## src/rtl/otw_pkg.sv

```systemverilog
// Shared constants and types for the overtravel warning and stop select block.
// Assumes a single 200 MHz control clock and an AXI4-Lite register bus.
`default_nettype none
package otw_pkg;

  // Clock and time base.
  localparam int CLK_PERIOD_NS = 5;
  localparam int DECEL_UNIT_NS = 1000000;
  localparam int CYC_PER_MS = DECEL_UNIT_NS / CLK_PERIOD_NS;

  // Register byte offsets.
  localparam logic [7:0] OFF_SETUP = 8'h00;
  localparam logic [7:0] OFF_APPLY = 8'h04;
  localparam logic [7:0] OFF_DECEL = 8'h08;
  localparam logic [7:0] OFF_ESTOP = 8'h0c;
  localparam logic [7:0] OFF_STATUS = 8'h10;
  localparam logic [7:0] OFF_CLEAR = 8'h14;

  // Field positions inside the setup register.
  localparam int SETUP_STOP_LSB = 0;
  localparam int SETUP_OTSTOP_LSB = 4;
  localparam int SETUP_G2DEC_LSB = 8;
  localparam int SETUP_G2STOP_LSB = 12;
  localparam int SETUP_WARN_BIT = 16;

  // Values after reset.
  localparam logic [16:0] SETUP_RST = 17'h00002;
  localparam logic [13:0] DECEL_RST = 14'h0000;
  localparam logic [9:0] ESTOP_RST = 10'h320;

  // Setting limits.
  localparam logic [13:0] DECEL_MAX = 14'h2710;
  localparam logic [9:0] ESTOP_MAX = 10'h320;

  // Stop methods.
  typedef enum logic [2:0] {
    OTW_STOP_COAST = 3'h0,
    OTW_STOP_ZERO = 3'h1,
    OTW_STOP_TRQ = 3'h3,
    OTW_STOP_RAMP = 3'h2
  } otw_stop_t;

  // Stop sequencer states, Gray coded along run, stopping, held.
  typedef enum logic [1:0] {
    OTW_ST_RUN = 2'h0,
    OTW_ST_STOPPING = 2'h1,
    OTW_ST_HELD = 2'h3
  } otw_state_t;

  // AXI response codes.
  localparam logic [1:0] RESP_OKAY = 2'h0;
  localparam logic [1:0] RESP_SLVERR = 2'h2;

endpackage
`default_nettype wire

```

## src/rtl/otw_ramp.sv

```systemverilog
// Speed ramp that brings a speed reference to zero at a fixed slope.
// Assumes the span is at least max_speed cycles, so one step per cycle suffices.
`timescale 1ns/100ps
`default_nettype none
module otw_ramp #(
  parameter int SPD_W = 16,
  parameter int MAX_SPEED = 32767,
  parameter int CYC_PER_MS = otw_pkg::CYC_PER_MS
) (
  input wire logic clk_i,
  input wire logic resetn_i,
  input wire logic load_i,
  input wire logic signed [SPD_W-1:0] speed_i,
  input wire logic [13:0] decel_ms_i,
  output logic signed [SPD_W-1:0] speed_o,
  output logic done_o
);

  logic [31:0] acc_reg;
  logic [31:0] span;
  logic [31:0] acc_sum;

  // The span product must fit 32 bits and one step per cycle must suffice.
  if (MAX_SPEED >= CYC_PER_MS || CYC_PER_MS > 214748) begin : g_bad_param
    $error("otw_ramp: MAX_SPEED or CYC_PER_MS out of range");
  end

  // The slope is full speed over the whole set time, so a ramp from a lower
  // speed ends sooner than the set time.
  assign span = 32'(decel_ms_i) * 32'(CYC_PER_MS);
  assign acc_sum = acc_reg + 32'(MAX_SPEED);

  // Fractional accumulator steps the speed one unit whenever a span passes.
  always_ff @(posedge clk_i or negedge resetn_i) begin
    if (!resetn_i) begin
      acc_reg <= 32'h0;
      speed_o <= '0;
    end else if (load_i) begin
      acc_reg <= 32'h0;
      speed_o <= speed_i;
    end else if (speed_o != '0) begin
      if (acc_sum >= span) begin
        acc_reg <= acc_sum - span;
        speed_o <= (speed_o > 0) ? speed_o - 1'b1 : speed_o + 1'b1;
      end else begin
        acc_reg <= acc_sum;
      end
    end
  end

  // Done is a flop of its own so the top sees a clean level.
  always_ff @(posedge clk_i or negedge resetn_i) begin
    if (!resetn_i) begin
      done_o <= 1'b1;
    end else begin
      done_o <= load_i ? (speed_i == '0) : (speed_o == '0);
    end
  end

endmodule
`default_nettype wire

```

## src/rtl/otw_top.sv

```systemverilog
// Overtravel warning and stop method selection for a spindle servo drive.
// Assumes all pin inputs are synchronous to clk_i and software uses AXI4-Lite.
//
// Design decisions made here: the register addresses and register access over AXI4-Lite.
`timescale 1ns/100ps
`default_nettype none
module otw_top #(
  parameter int ADDR_W = 8,
  parameter int SPD_W = 16,
  parameter int MAX_SPEED = 32767,
  parameter int CYC_PER_MS = otw_pkg::CYC_PER_MS,
  parameter int STILL_SPEED = 8
) (
  input wire logic clk_i,
  input wire logic resetn_i,
  input wire logic [ADDR_W-1:0] s_axi_awaddr_i,
  input wire logic s_axi_awvalid_i,
  output logic s_axi_awready_o,
  input wire logic [31:0] s_axi_wdata_i,
  input wire logic [3:0] s_axi_wstrb_i,
  input wire logic s_axi_wvalid_i,
  output logic s_axi_wready_o,
  output logic [1:0] s_axi_bresp_o,
  output logic s_axi_bvalid_o,
  input wire logic s_axi_bready_i,
  input wire logic [ADDR_W-1:0] s_axi_araddr_i,
  input wire logic s_axi_arvalid_i,
  output logic s_axi_arready_o,
  output logic [31:0] s_axi_rdata_o,
  output logic [1:0] s_axi_rresp_o,
  output logic s_axi_rvalid_o,
  input wire logic s_axi_rready_i,
  input wire logic forward_limit_input_i,
  input wire logic reverse_limit_input_i,
  input wire logic servo_on_i,
  input wire logic ref_fwd_i,
  input wire logic ref_rev_i,
  input wire logic torque_mode_i,
  input wire logic alarm_g1_i,
  input wire logic alarm_g2_i,
  input wire logic fault_clear_command_i,
  input wire logic signed [SPD_W-1:0] speed_cmd_i,
  input wire logic signed [SPD_W-1:0] motor_speed_i,
  output logic ot_warning_o,
  output logic drive_enable_o,
  output logic zero_clamp_o,
  output logic stop_active_o,
  output logic signed [SPD_W-1:0] speed_ref_o,
  output logic [9:0] torque_limit_o
);

  // Refuse values that the decode and compare logic cannot serve.
  if (ADDR_W < 5 || ADDR_W > 8 || SPD_W < 8
      || STILL_SPEED < 0) begin : g_bad_param
    $error("otw_top: parameter out of range");
  end

  logic [16:0] setup_reg;
  logic [16:0] setup_act_reg;
  logic [13:0] decel_reg;
  logic [9:0] estop_reg;
  logic clr_sw_reg;
  logic warn_reg;
  logic block_reg;
  logic any_ot_q_reg;
  logic servo_q_reg;
  otw_pkg::otw_state_t st_reg;
  otw_pkg::otw_stop_t kind_reg;
  logic clamp_after_reg;
  logic aw_full_reg;
  logic w_full_reg;
  logic [ADDR_W-1:0] aw_addr_reg;
  logic [31:0] w_data_reg;
  logic [3:0] w_strb_reg;

  // Limit inputs are drive enables: low means that direction is prohibited.
  logic fwd_ot;
  logic rev_ot;
  logic any_ot;
  logic hit;
  logic clear;
  logic raise;
  assign fwd_ot = !forward_limit_input_i;
  assign rev_ot = !reverse_limit_input_i;
  assign any_ot = fwd_ot | rev_ot;

  // Only overtravel in the direction of travel counts; idle accepts both.
  assign hit = (ref_fwd_i & fwd_ot)
             | (ref_rev_i & rev_ot)
             | (!ref_fwd_i & !ref_rev_i & any_ot);
  assign clear = fault_clear_command_i | clr_sw_reg;
  // The software limit is deliberately not an input here.
  // The servo-on cycle itself never raises: a limit that arrives with it
  // counts as already present.
  assign raise = setup_act_reg[otw_pkg::SETUP_WARN_BIT] & servo_on_i
               & servo_q_reg & hit & !block_reg;

  // Warning flag: sampled every cycle so a one-cycle limit pulse is caught.
  // During a clear only a fresh onset may set it, so set beats clear.
  always_ff @(posedge clk_i or negedge resetn_i) begin
    if (!resetn_i) begin
      warn_reg <= 1'b0;
    end else if (clear) begin
      warn_reg <= raise & !any_ot_q_reg;
    end else if (raise) begin
      warn_reg <= 1'b1;
    end
  end

  // Block stops a limit already present at servo on or at a clear from
  // raising the warning until every limit has been left.
  always_ff @(posedge clk_i or negedge resetn_i) begin
    if (!resetn_i) begin
      block_reg <= 1'b0;
      any_ot_q_reg <= 1'b0;
      servo_q_reg <= 1'b0;
    end else begin
      any_ot_q_reg <= any_ot;
      servo_q_reg <= servo_on_i;
      if (!servo_on_i || !servo_q_reg || clear) begin
        block_reg <= any_ot;
      end else if (!any_ot) begin
        block_reg <= 1'b0;
      end
    end
  end

  // Decodes a method digit that may ask for torque or timed deceleration.
  // A zero deceleration time turns the timed ramp into a zero-speed stop.
  function automatic otw_pkg::otw_stop_t decel_kind(input logic [3:0] d,
                                                    input logic [13:0] t);
    otw_pkg::otw_stop_t k;
    k = otw_pkg::OTW_STOP_COAST;
    if (d == 4'h1 || d == 4'h2) begin
      k = otw_pkg::OTW_STOP_TRQ;
    end else if (d == 4'h3 || d == 4'h4) begin
      k = (t == 14'h0) ? otw_pkg::OTW_STOP_ZERO
                       : otw_pkg::OTW_STOP_RAMP;
    end
    return k;
  endfunction

  // Stop request and its method. Priority: group 1 and servo off, group 2,
  // overtravel. Group 1 and servo off only have coasting codes in use.
  logic ot_stop;
  logic stop_req;
  otw_pkg::otw_stop_t dec_kind;
  logic dec_clamp;
  logic [3:0] ot_digit;
  logic [3:0] g2_stop;
  assign ot_stop = (ref_fwd_i & fwd_ot) | (ref_rev_i & rev_ot);
  assign stop_req = alarm_g1_i | alarm_g2_i | !servo_on_i | ot_stop;
  assign ot_digit = setup_act_reg[otw_pkg::SETUP_OTSTOP_LSB +: 4];
  assign g2_stop = setup_act_reg[otw_pkg::SETUP_G2STOP_LSB +: 4];
  always_comb begin
    dec_kind = otw_pkg::OTW_STOP_COAST;
    dec_clamp = 1'b0;
    if (alarm_g1_i || !servo_on_i || (alarm_g2_i && torque_mode_i)) begin
      dec_kind = otw_pkg::OTW_STOP_COAST;
    end else if (alarm_g2_i) begin
      if (g2_stop == 4'h0) begin
        dec_kind = otw_pkg::OTW_STOP_ZERO;
      end else if (g2_stop == 4'h2) begin
        dec_kind = decel_kind(setup_act_reg[otw_pkg::SETUP_G2DEC_LSB +: 4],
                              decel_reg);
      end
    end else if (!torque_mode_i) begin
      dec_kind = decel_kind(ot_digit, decel_reg);
      dec_clamp = (ot_digit == 4'h1) || (ot_digit == 4'h3);
    end
  end

  // Stop sequencer. The method is latched on entry; a later alarm does not
  // re-plan a stop already under way, which keeps the ramp monotonic.
  logic still;
  logic ramp_load;
  logic ramp_done;
  logic signed [SPD_W-1:0] ramp_speed;
  assign still = (motor_speed_i <= SPD_W'(STILL_SPEED))
              && (motor_speed_i >= -SPD_W'(STILL_SPEED));
  assign ramp_load = (st_reg == otw_pkg::OTW_ST_RUN) && stop_req;
  always_ff @(posedge clk_i or negedge resetn_i) begin
    if (!resetn_i) begin
      st_reg <= otw_pkg::OTW_ST_HELD;
      kind_reg <= otw_pkg::OTW_STOP_COAST;
      clamp_after_reg <= 1'b0;
    end else begin
      unique case (st_reg)
        otw_pkg::OTW_ST_RUN: begin
          if (stop_req) begin
            st_reg <= otw_pkg::OTW_ST_STOPPING;
            kind_reg <= dec_kind;
            clamp_after_reg <= dec_clamp;
          end
        end
        otw_pkg::OTW_ST_STOPPING: begin
          if (!stop_req) begin
            st_reg <= otw_pkg::OTW_ST_RUN;
          end else if (still && (kind_reg != otw_pkg::OTW_STOP_RAMP
                                 || ramp_done)) begin
            st_reg <= otw_pkg::OTW_ST_HELD;
          end
        end
        otw_pkg::OTW_ST_HELD: begin
          if (!stop_req) begin
            st_reg <= otw_pkg::OTW_ST_RUN;
          end
        end
        default: st_reg <= otw_pkg::OTW_ST_HELD;
      endcase
    end
  end

  // Timed deceleration ramp, restarted from the present reference.
  otw_ramp #(
    .SPD_W(SPD_W),
    .MAX_SPEED(MAX_SPEED),
    .CYC_PER_MS(CYC_PER_MS)
  ) i_otw_ramp (
    .clk_i(clk_i),
    .resetn_i(resetn_i),
    .load_i(ramp_load),
    .speed_i(speed_ref_o),
    .decel_ms_i(decel_reg),
    .speed_o(ramp_speed),
    .done_o(ramp_done)
  );

  // Drive outputs. The warning never appears here: it is only reported.
  always_ff @(posedge clk_i or negedge resetn_i) begin
    if (!resetn_i) begin
      drive_enable_o <= 1'b0;
      zero_clamp_o <= 1'b0;
      stop_active_o <= 1'b0;
      speed_ref_o <= '0;
      torque_limit_o <= otw_pkg::ESTOP_MAX;
    end else begin
      stop_active_o <= (st_reg != otw_pkg::OTW_ST_RUN);
      zero_clamp_o <= 1'b0;
      speed_ref_o <= '0;
      torque_limit_o <= otw_pkg::ESTOP_MAX;
      drive_enable_o <= 1'b1;
      unique case (st_reg)
        otw_pkg::OTW_ST_RUN: begin
          speed_ref_o <= speed_cmd_i;
        end
        otw_pkg::OTW_ST_STOPPING: begin
          unique case (kind_reg)
            otw_pkg::OTW_STOP_COAST: drive_enable_o <= 1'b0;
            otw_pkg::OTW_STOP_ZERO: speed_ref_o <= '0;
            otw_pkg::OTW_STOP_TRQ: torque_limit_o <= estop_reg;
            otw_pkg::OTW_STOP_RAMP: speed_ref_o <= ramp_speed;
            default: drive_enable_o <= 1'b0;
          endcase
        end
        otw_pkg::OTW_ST_HELD: begin
          drive_enable_o <= clamp_after_reg;
          zero_clamp_o <= clamp_after_reg;
        end
        default: drive_enable_o <= 1'b0;
      endcase
    end
  end

  always_ff @(posedge clk_i or negedge resetn_i) begin
    if (!resetn_i) begin
      ot_warning_o <= 1'b0;
    end else begin
      ot_warning_o <= warn_reg;
    end
  end

  // Address decode shared by the write and read paths.
  function automatic logic is_mapped(input logic [ADDR_W-1:0] a,
                                     input logic wr);
    logic [7:0] o;
    o = 8'(a);
    return (o == otw_pkg::OFF_SETUP) || (o == otw_pkg::OFF_DECEL)
        || (o == otw_pkg::OFF_ESTOP) || (wr && o == otw_pkg::OFF_APPLY)
        || (wr && o == otw_pkg::OFF_CLEAR) || (!wr && o == otw_pkg::OFF_STATUS);
  endfunction

  function automatic logic [31:0] merge(input logic [31:0] old_v,
                                        input logic [31:0] new_v,
                                        input logic [3:0] strb);
    logic [31:0] r;
    r = old_v;
    for (int i = 0; i < 4; i++) begin
      if (strb[i]) begin
        r[8*i +: 8] = new_v[8*i +: 8];
      end
    end
    return r;
  endfunction

  // Write channel capture; address and data may arrive in either order.
  logic do_write;
  logic [7:0] wr_off;
  logic [31:0] wr_val;
  assign do_write = aw_full_reg & w_full_reg & !s_axi_bvalid_o;
  assign wr_off = 8'(aw_addr_reg);
  always_ff @(posedge clk_i or negedge resetn_i) begin
    if (!resetn_i) begin
      aw_full_reg <= 1'b0;
      w_full_reg <= 1'b0;
      aw_addr_reg <= '0;
      w_data_reg <= 32'h0;
      w_strb_reg <= 4'h0;
      s_axi_awready_o <= 1'b1;
      s_axi_wready_o <= 1'b1;
      s_axi_bvalid_o <= 1'b0;
      s_axi_bresp_o <= otw_pkg::RESP_OKAY;
    end else begin
      if (s_axi_awvalid_i && s_axi_awready_o) begin
        aw_full_reg <= 1'b1;
        aw_addr_reg <= s_axi_awaddr_i;
        s_axi_awready_o <= 1'b0;
      end
      if (s_axi_wvalid_i && s_axi_wready_o) begin
        w_full_reg <= 1'b1;
        w_data_reg <= s_axi_wdata_i;
        w_strb_reg <= s_axi_wstrb_i;
        s_axi_wready_o <= 1'b0;
      end
      if (do_write) begin
        aw_full_reg <= 1'b0;
        w_full_reg <= 1'b0;
        s_axi_bvalid_o <= 1'b1;
        s_axi_bresp_o <= is_mapped(aw_addr_reg, 1'b1) ? otw_pkg::RESP_OKAY
                                                      : otw_pkg::RESP_SLVERR;
      end else if (s_axi_bvalid_o && s_axi_bready_i) begin
        s_axi_bvalid_o <= 1'b0;
        s_axi_awready_o <= 1'b1;
        s_axi_wready_o <= 1'b1;
      end
    end
  end

  // Register writes. Setup fields wait for an apply, which stands for the
  // drive restart; the times and torque take effect at once, saturated.
  assign wr_val = merge(32'h0, w_data_reg, w_strb_reg);
  always_ff @(posedge clk_i or negedge resetn_i) begin
    if (!resetn_i) begin
      setup_reg <= otw_pkg::SETUP_RST;
      setup_act_reg <= otw_pkg::SETUP_RST;
      decel_reg <= otw_pkg::DECEL_RST;
      estop_reg <= otw_pkg::ESTOP_RST;
      clr_sw_reg <= 1'b0;
    end else begin
      clr_sw_reg <= do_write && wr_off == otw_pkg::OFF_CLEAR && wr_val[0];
      if (do_write && wr_off == otw_pkg::OFF_SETUP) begin
        setup_reg <= 17'(merge(32'(setup_reg), w_data_reg, w_strb_reg));
      end
      if (do_write && wr_off == otw_pkg::OFF_APPLY && wr_val[0]) begin
        setup_act_reg <= setup_reg;
      end
      if (do_write && wr_off == otw_pkg::OFF_DECEL) begin
        decel_reg <= (wr_val[15:0] > 16'(otw_pkg::DECEL_MAX))
                     ? otw_pkg::DECEL_MAX : wr_val[13:0];
      end
      if (do_write && wr_off == otw_pkg::OFF_ESTOP) begin
        estop_reg <= (wr_val[15:0] > 16'(otw_pkg::ESTOP_MAX))
                     ? otw_pkg::ESTOP_MAX : wr_val[9:0];
      end
    end
  end

  // Read channel: one-cycle answer after the address is taken.
  logic [31:0] rd_val;
  always_comb begin
    unique case (8'(s_axi_araddr_i))
      otw_pkg::OFF_SETUP: rd_val = 32'(setup_reg);
      otw_pkg::OFF_DECEL: rd_val = 32'(decel_reg);
      otw_pkg::OFF_ESTOP: rd_val = 32'(estop_reg);
      otw_pkg::OFF_STATUS: rd_val = {22'h0, drive_enable_o, zero_clamp_o,
                                     st_reg, kind_reg, rev_ot, fwd_ot,
                                     warn_reg};
      default: rd_val = 32'h0;
    endcase
  end
  always_ff @(posedge clk_i or negedge resetn_i) begin
    if (!resetn_i) begin
      s_axi_arready_o <= 1'b1;
      s_axi_rvalid_o <= 1'b0;
      s_axi_rdata_o <= 32'h0;
      s_axi_rresp_o <= otw_pkg::RESP_OKAY;
    end else if (s_axi_arvalid_i && s_axi_arready_o) begin
      s_axi_arready_o <= 1'b0;
      s_axi_rvalid_o <= 1'b1;
      s_axi_rdata_o <= rd_val;
      s_axi_rresp_o <= is_mapped(s_axi_araddr_i, 1'b0) ? otw_pkg::RESP_OKAY
                                                       : otw_pkg::RESP_SLVERR;
    end else if (s_axi_rvalid_o && s_axi_rready_i) begin
      s_axi_rvalid_o <= 1'b0;
      s_axi_arready_o <= 1'b1;
    end
  end
endmodule
`default_nettype wire

```

## config.mk

```make
export PLATFORM = sky130hd
export DESIGN_NAME = otw_top
export DESIGN_NICKNAME = d
export VERILOG_FILES = /design/src/rtl/otw_pkg.sv /design/src/rtl/otw_ramp.sv /design/src/rtl/otw_top.sv
export SDC_FILE = /design/constraint.sdc
export NUM_CORES = 1
export LEC_CHECK = 0
export BUFFER_PORTS_ARGS = -buffer_cell sky130_fd_sc_hd__buf_2
export CAP_MARGIN = 20
export CORE_MARGIN = 10
export CORE_UTILIZATION = 49
export CTS_BUF_LIST = sky130_fd_sc_hd__clkbuf_4 sky130_fd_sc_hd__clkbuf_8
export CTS_CLUSTER_DIAMETER = 150
export DETAILED_ROUTE_END_ITERATION = 7
export GPL_TIMING_DRIVEN = 0
export PLACE_DENSITY = 0.83
export SLEW_MARGIN = 30
export SYNTH_ARGS = -nofsm -noshare
export SYNTH_HDL_FRONTEND = slang
export SYNTH_SLANG_ARGS = --single-unit
```

## constraint.sdc

```tcl
create_clock -name clk_i -period 6.85 [get_ports clk_i]
set_input_delay 0.685 -clock clk_i [delete_from_list [all_inputs] [get_ports clk_i]]
set_output_delay 0.685 -clock clk_i [all_outputs]
set_load 0.05 [all_outputs]
```

==> flow_metrics.tcl <==
set metrics [dict create \
    dr_total_vias 12617 \
    wl_per_cell_um 20.0 \
    cp_slowest_cell "fa_1" \
    synth_area_mm2 0.0144 \
    power.switching_mw 3.70 \
    diodes 0 \
    final_cell_mix "dfrtp_1 (172), buf_2 (140), inv_1 (136)" \
    worstSetupEndpointType "register" \
    violations "design-rule violations" \
    clock_latency_ns 0.49 \
    ant_nets 0 \
    std_cell_rows 62 \
    reg2regPathDepth 30 \
    layout_commonest_cell "dfrtp_1" \
    grt_overflow_total 0 \
    switching_share 0.481 \
    fin_crit_ns 6.62 \
    h-tree-depth 4 \
    dpl.cell_count 2039 \
    grt_pass1_wl_mm 63.6 \
    final_cell_area_mm2 0.0169 \
    report.final.hold_viol_count 0 \
    cts.clk_slew.worst_paths_ns 0.11 \
    io_buffers 136 \
    antenna_found_initial 0 \
    power_frac_seq 0.240 \
    synth_edf_count 0 \
    clkPwrFrac 0.106 \
    clockBufferDepth 2 \
    worst_pin_slew_ns 0.941 \
    crit_arrival_ns 7.00 \
    grt_max_degree 77 \
    vdd_drop_max_mv 0.305 \
    start_util 0.499 \
    root_buffer "clkbuf_8" \
    combPwrFrac 0.653 \
    maxSlewViolCount 0 \
    slew_headroom 0.371 \
    outcome "complete, but fails checks" \
    syn_to_final_growth_pct 17.3 \
    p_leak_nw 8.17 \
    ys_warn_count 0 \
    start_kind "register" \
    drive_above_1_share 0.237 \
    hold_path.class "primary input to asynchronous set/reset pin" \
    die_h_um 192 \
    layout.nets 1984 \
    largest_register_ffs 32 \
    die_w_um 192 \
    synth.distinct_cells 89 \
    dr.pass1.iters 8 \
    synth_seq_area_share 0.343 \
    drt-total-wl_mm 41.9 \
    dp_hpwl_mm 31.0 \
    clock_sinks 197 \
    place_congestion 0.927 \
    cap_viol_max_count 0 \
    finalSetupViolations 0 \
    intPower_mw 3.99 \
    coreArea_mm2 0.0289 \
    skew_ns 0.0202 \
    synthCells 1501 \
    numCtsBuffers 17 \
    placed_cell_area_mm2 0.0157 \
    grt_usage 0.214 \
    cts_tree "done" \
    viasPerCell 6.01 \
    cpMostUsedCell "inv_1" \
    die_area_mm2 0.0367 \
    setup_tns_ns 0 \
    layoutNonFillerInstCount 2100 \
    synthesis.area_per_instance_um2 9.60 \
    yosys_register_bits 197 \
    synthArstFlopShare 1.00 \
    cp_max_fo 7 \
    period_share 0.967 \
    cpPeakStageDelay_ns 0.57 \
    synth_ff_type "dfrtp_1" \
    power_mw 7.70 \
    critPathKind "register to register" \
    grt_pass1_vias 12315 \
    drtIter0Drc 1249 \
    crit_required_ns 7.23 \
    boundaryPins 171 \
    power_density_mw_per_mm2 455 \
    drc 4 \
    max_freq_ghz 0.151 \
]
## through the flow
step	hold slack, ns	worst slack, ns	util
finish	0.0961	0.226	0.586
global route	0.102	-0.0933	0.586
CTS	0.0970	0.00481	0.567
detailed placement	0.434	-0.667	0.544
global placement	0.407	-0.561	0.542
floorplan	0.375	0.271	-
## worst paths after layout
| check | slack, ns | from | to |
|---|---|---|---|
| worst max-delay path | 0.23 | decel_reg[5] | i_otw_ramp.speed_o[1] |
| worst min-delay path | 0.1 | resetn_i | s_axi_rvalid_o |
| worst max register to register | 0.23 | decel_reg[5] | i_otw_ramp.speed_o[1] |
| worst min register to register | 0.43 | any_ot_q_reg | warn_reg |
| max in group asynchronous | 5.99 | resetn_i | st_reg[1] |
| min in group clk_i | 0.33 | servo_on_i | servo_q_reg |
## repair_timing
| action | in CTS | in global routing |
|---|---|---|
| pin swaps | 5 | 30 |
| hold buffers | 0 | 0 |
| resized for setup | 26 | 73 |
| endpoints found under the setup margin | 42 | 42 |
| setup buffers | 14 | 14 |
| gates cloned | 1 | 1 |
## area by class of cell
class | instances | area (um2)
clock inverters | 12 | 165
clock buffers | 20 | 263
multi-input cells | 1111 | 9120
inverters | 144 | 541
fillers | 2324 | 12000
plain buffers | 64 | 365
flip-flops and latches | 197 | 4960
well taps | 384 | 480
repair buffers | 168 | 1010
## cells by family after synthesis
family,synth area share
simple gates,0.138
compound gates,0.167
buf+inv,0.0616
flops,0.343
fa+ha+maj,0.176
xor+xnor,0.0547
mux,0.0600
other cells,0.000260
## synth_stat cells, drive strengths merged, types with 11 or more instances
cell type | n | area share
dfrtp | 184 | 0.32
ha | 145 | 0.13
inv | 144 | 0.038
nand2 | 125 | 0.033
a21oi | 94 | 0.033
nor2 | 79 | 0.021
o21ai | 64 | 0.022
mux2 | 59 | 0.046
xnor2 | 52 | 0.032
xor2 | 38 | 0.023
nor3 | 37 | 0.014
fa | 36 | 0.050
clkbuf | 35 | 0.0091
buf | 30 | 0.015
nand3 | 29 | 0.010
a22o | 23 | 0.014
a21o | 22 | 0.011
mux2i | 20 | 0.014
nor4 | 20 | 0.0091
nand4 | 17 | 0.0074
and3 | 14 | 0.0061
and2 | 13 | 0.0056
dfstp | 13 | 0.024
nand2b | 13 | 0.0056
o31ai | 13 | 0.0068
a31oi | 12 | 0.0052
o21a | 11 | 0.0057
## power by group through the flow
stage	registers (mW)	logic (mW)	clock network, mW
finish	1.85	5.03	0.819
global route	1.89	5.49	0.874
CTS	1.83	4.63	0.828
detailed placement	1.85	4.44	0
global placement	1.84	4.30	0
floorplan	1.78	3.42	0
## worst max-delay path: cells and delay by family, from the launching register on
| family | cells | cell delay, ns |
|---|---|---|
| AOI/OAI and AO/OA | 7 | 1.13 |
| buffers and inverters | 8 | 0.78 |
| adders and majority gates | 7 | 2.48 |
| and+or+nand+nor | 5 | 1.17 |
| DFF | 1 | 0.47 |
| xor gates and xnor gates | 1 | 0.12 |
| muxes | 2 | 0.36 |
## per-layer routing
metal,global-route usage,part of all wire,vias to the layer above,wire length (um)
met5,0,0,-,0
met4,0.0676,0.023,0,950
met3,0.0394,0.078,87,3260
met1,0.279,0.40,6228,17000
li1,-,-,5727,-
met2,0.353,0.50,575,20800
Note: power is estimated with default switching activity, not from simulation.
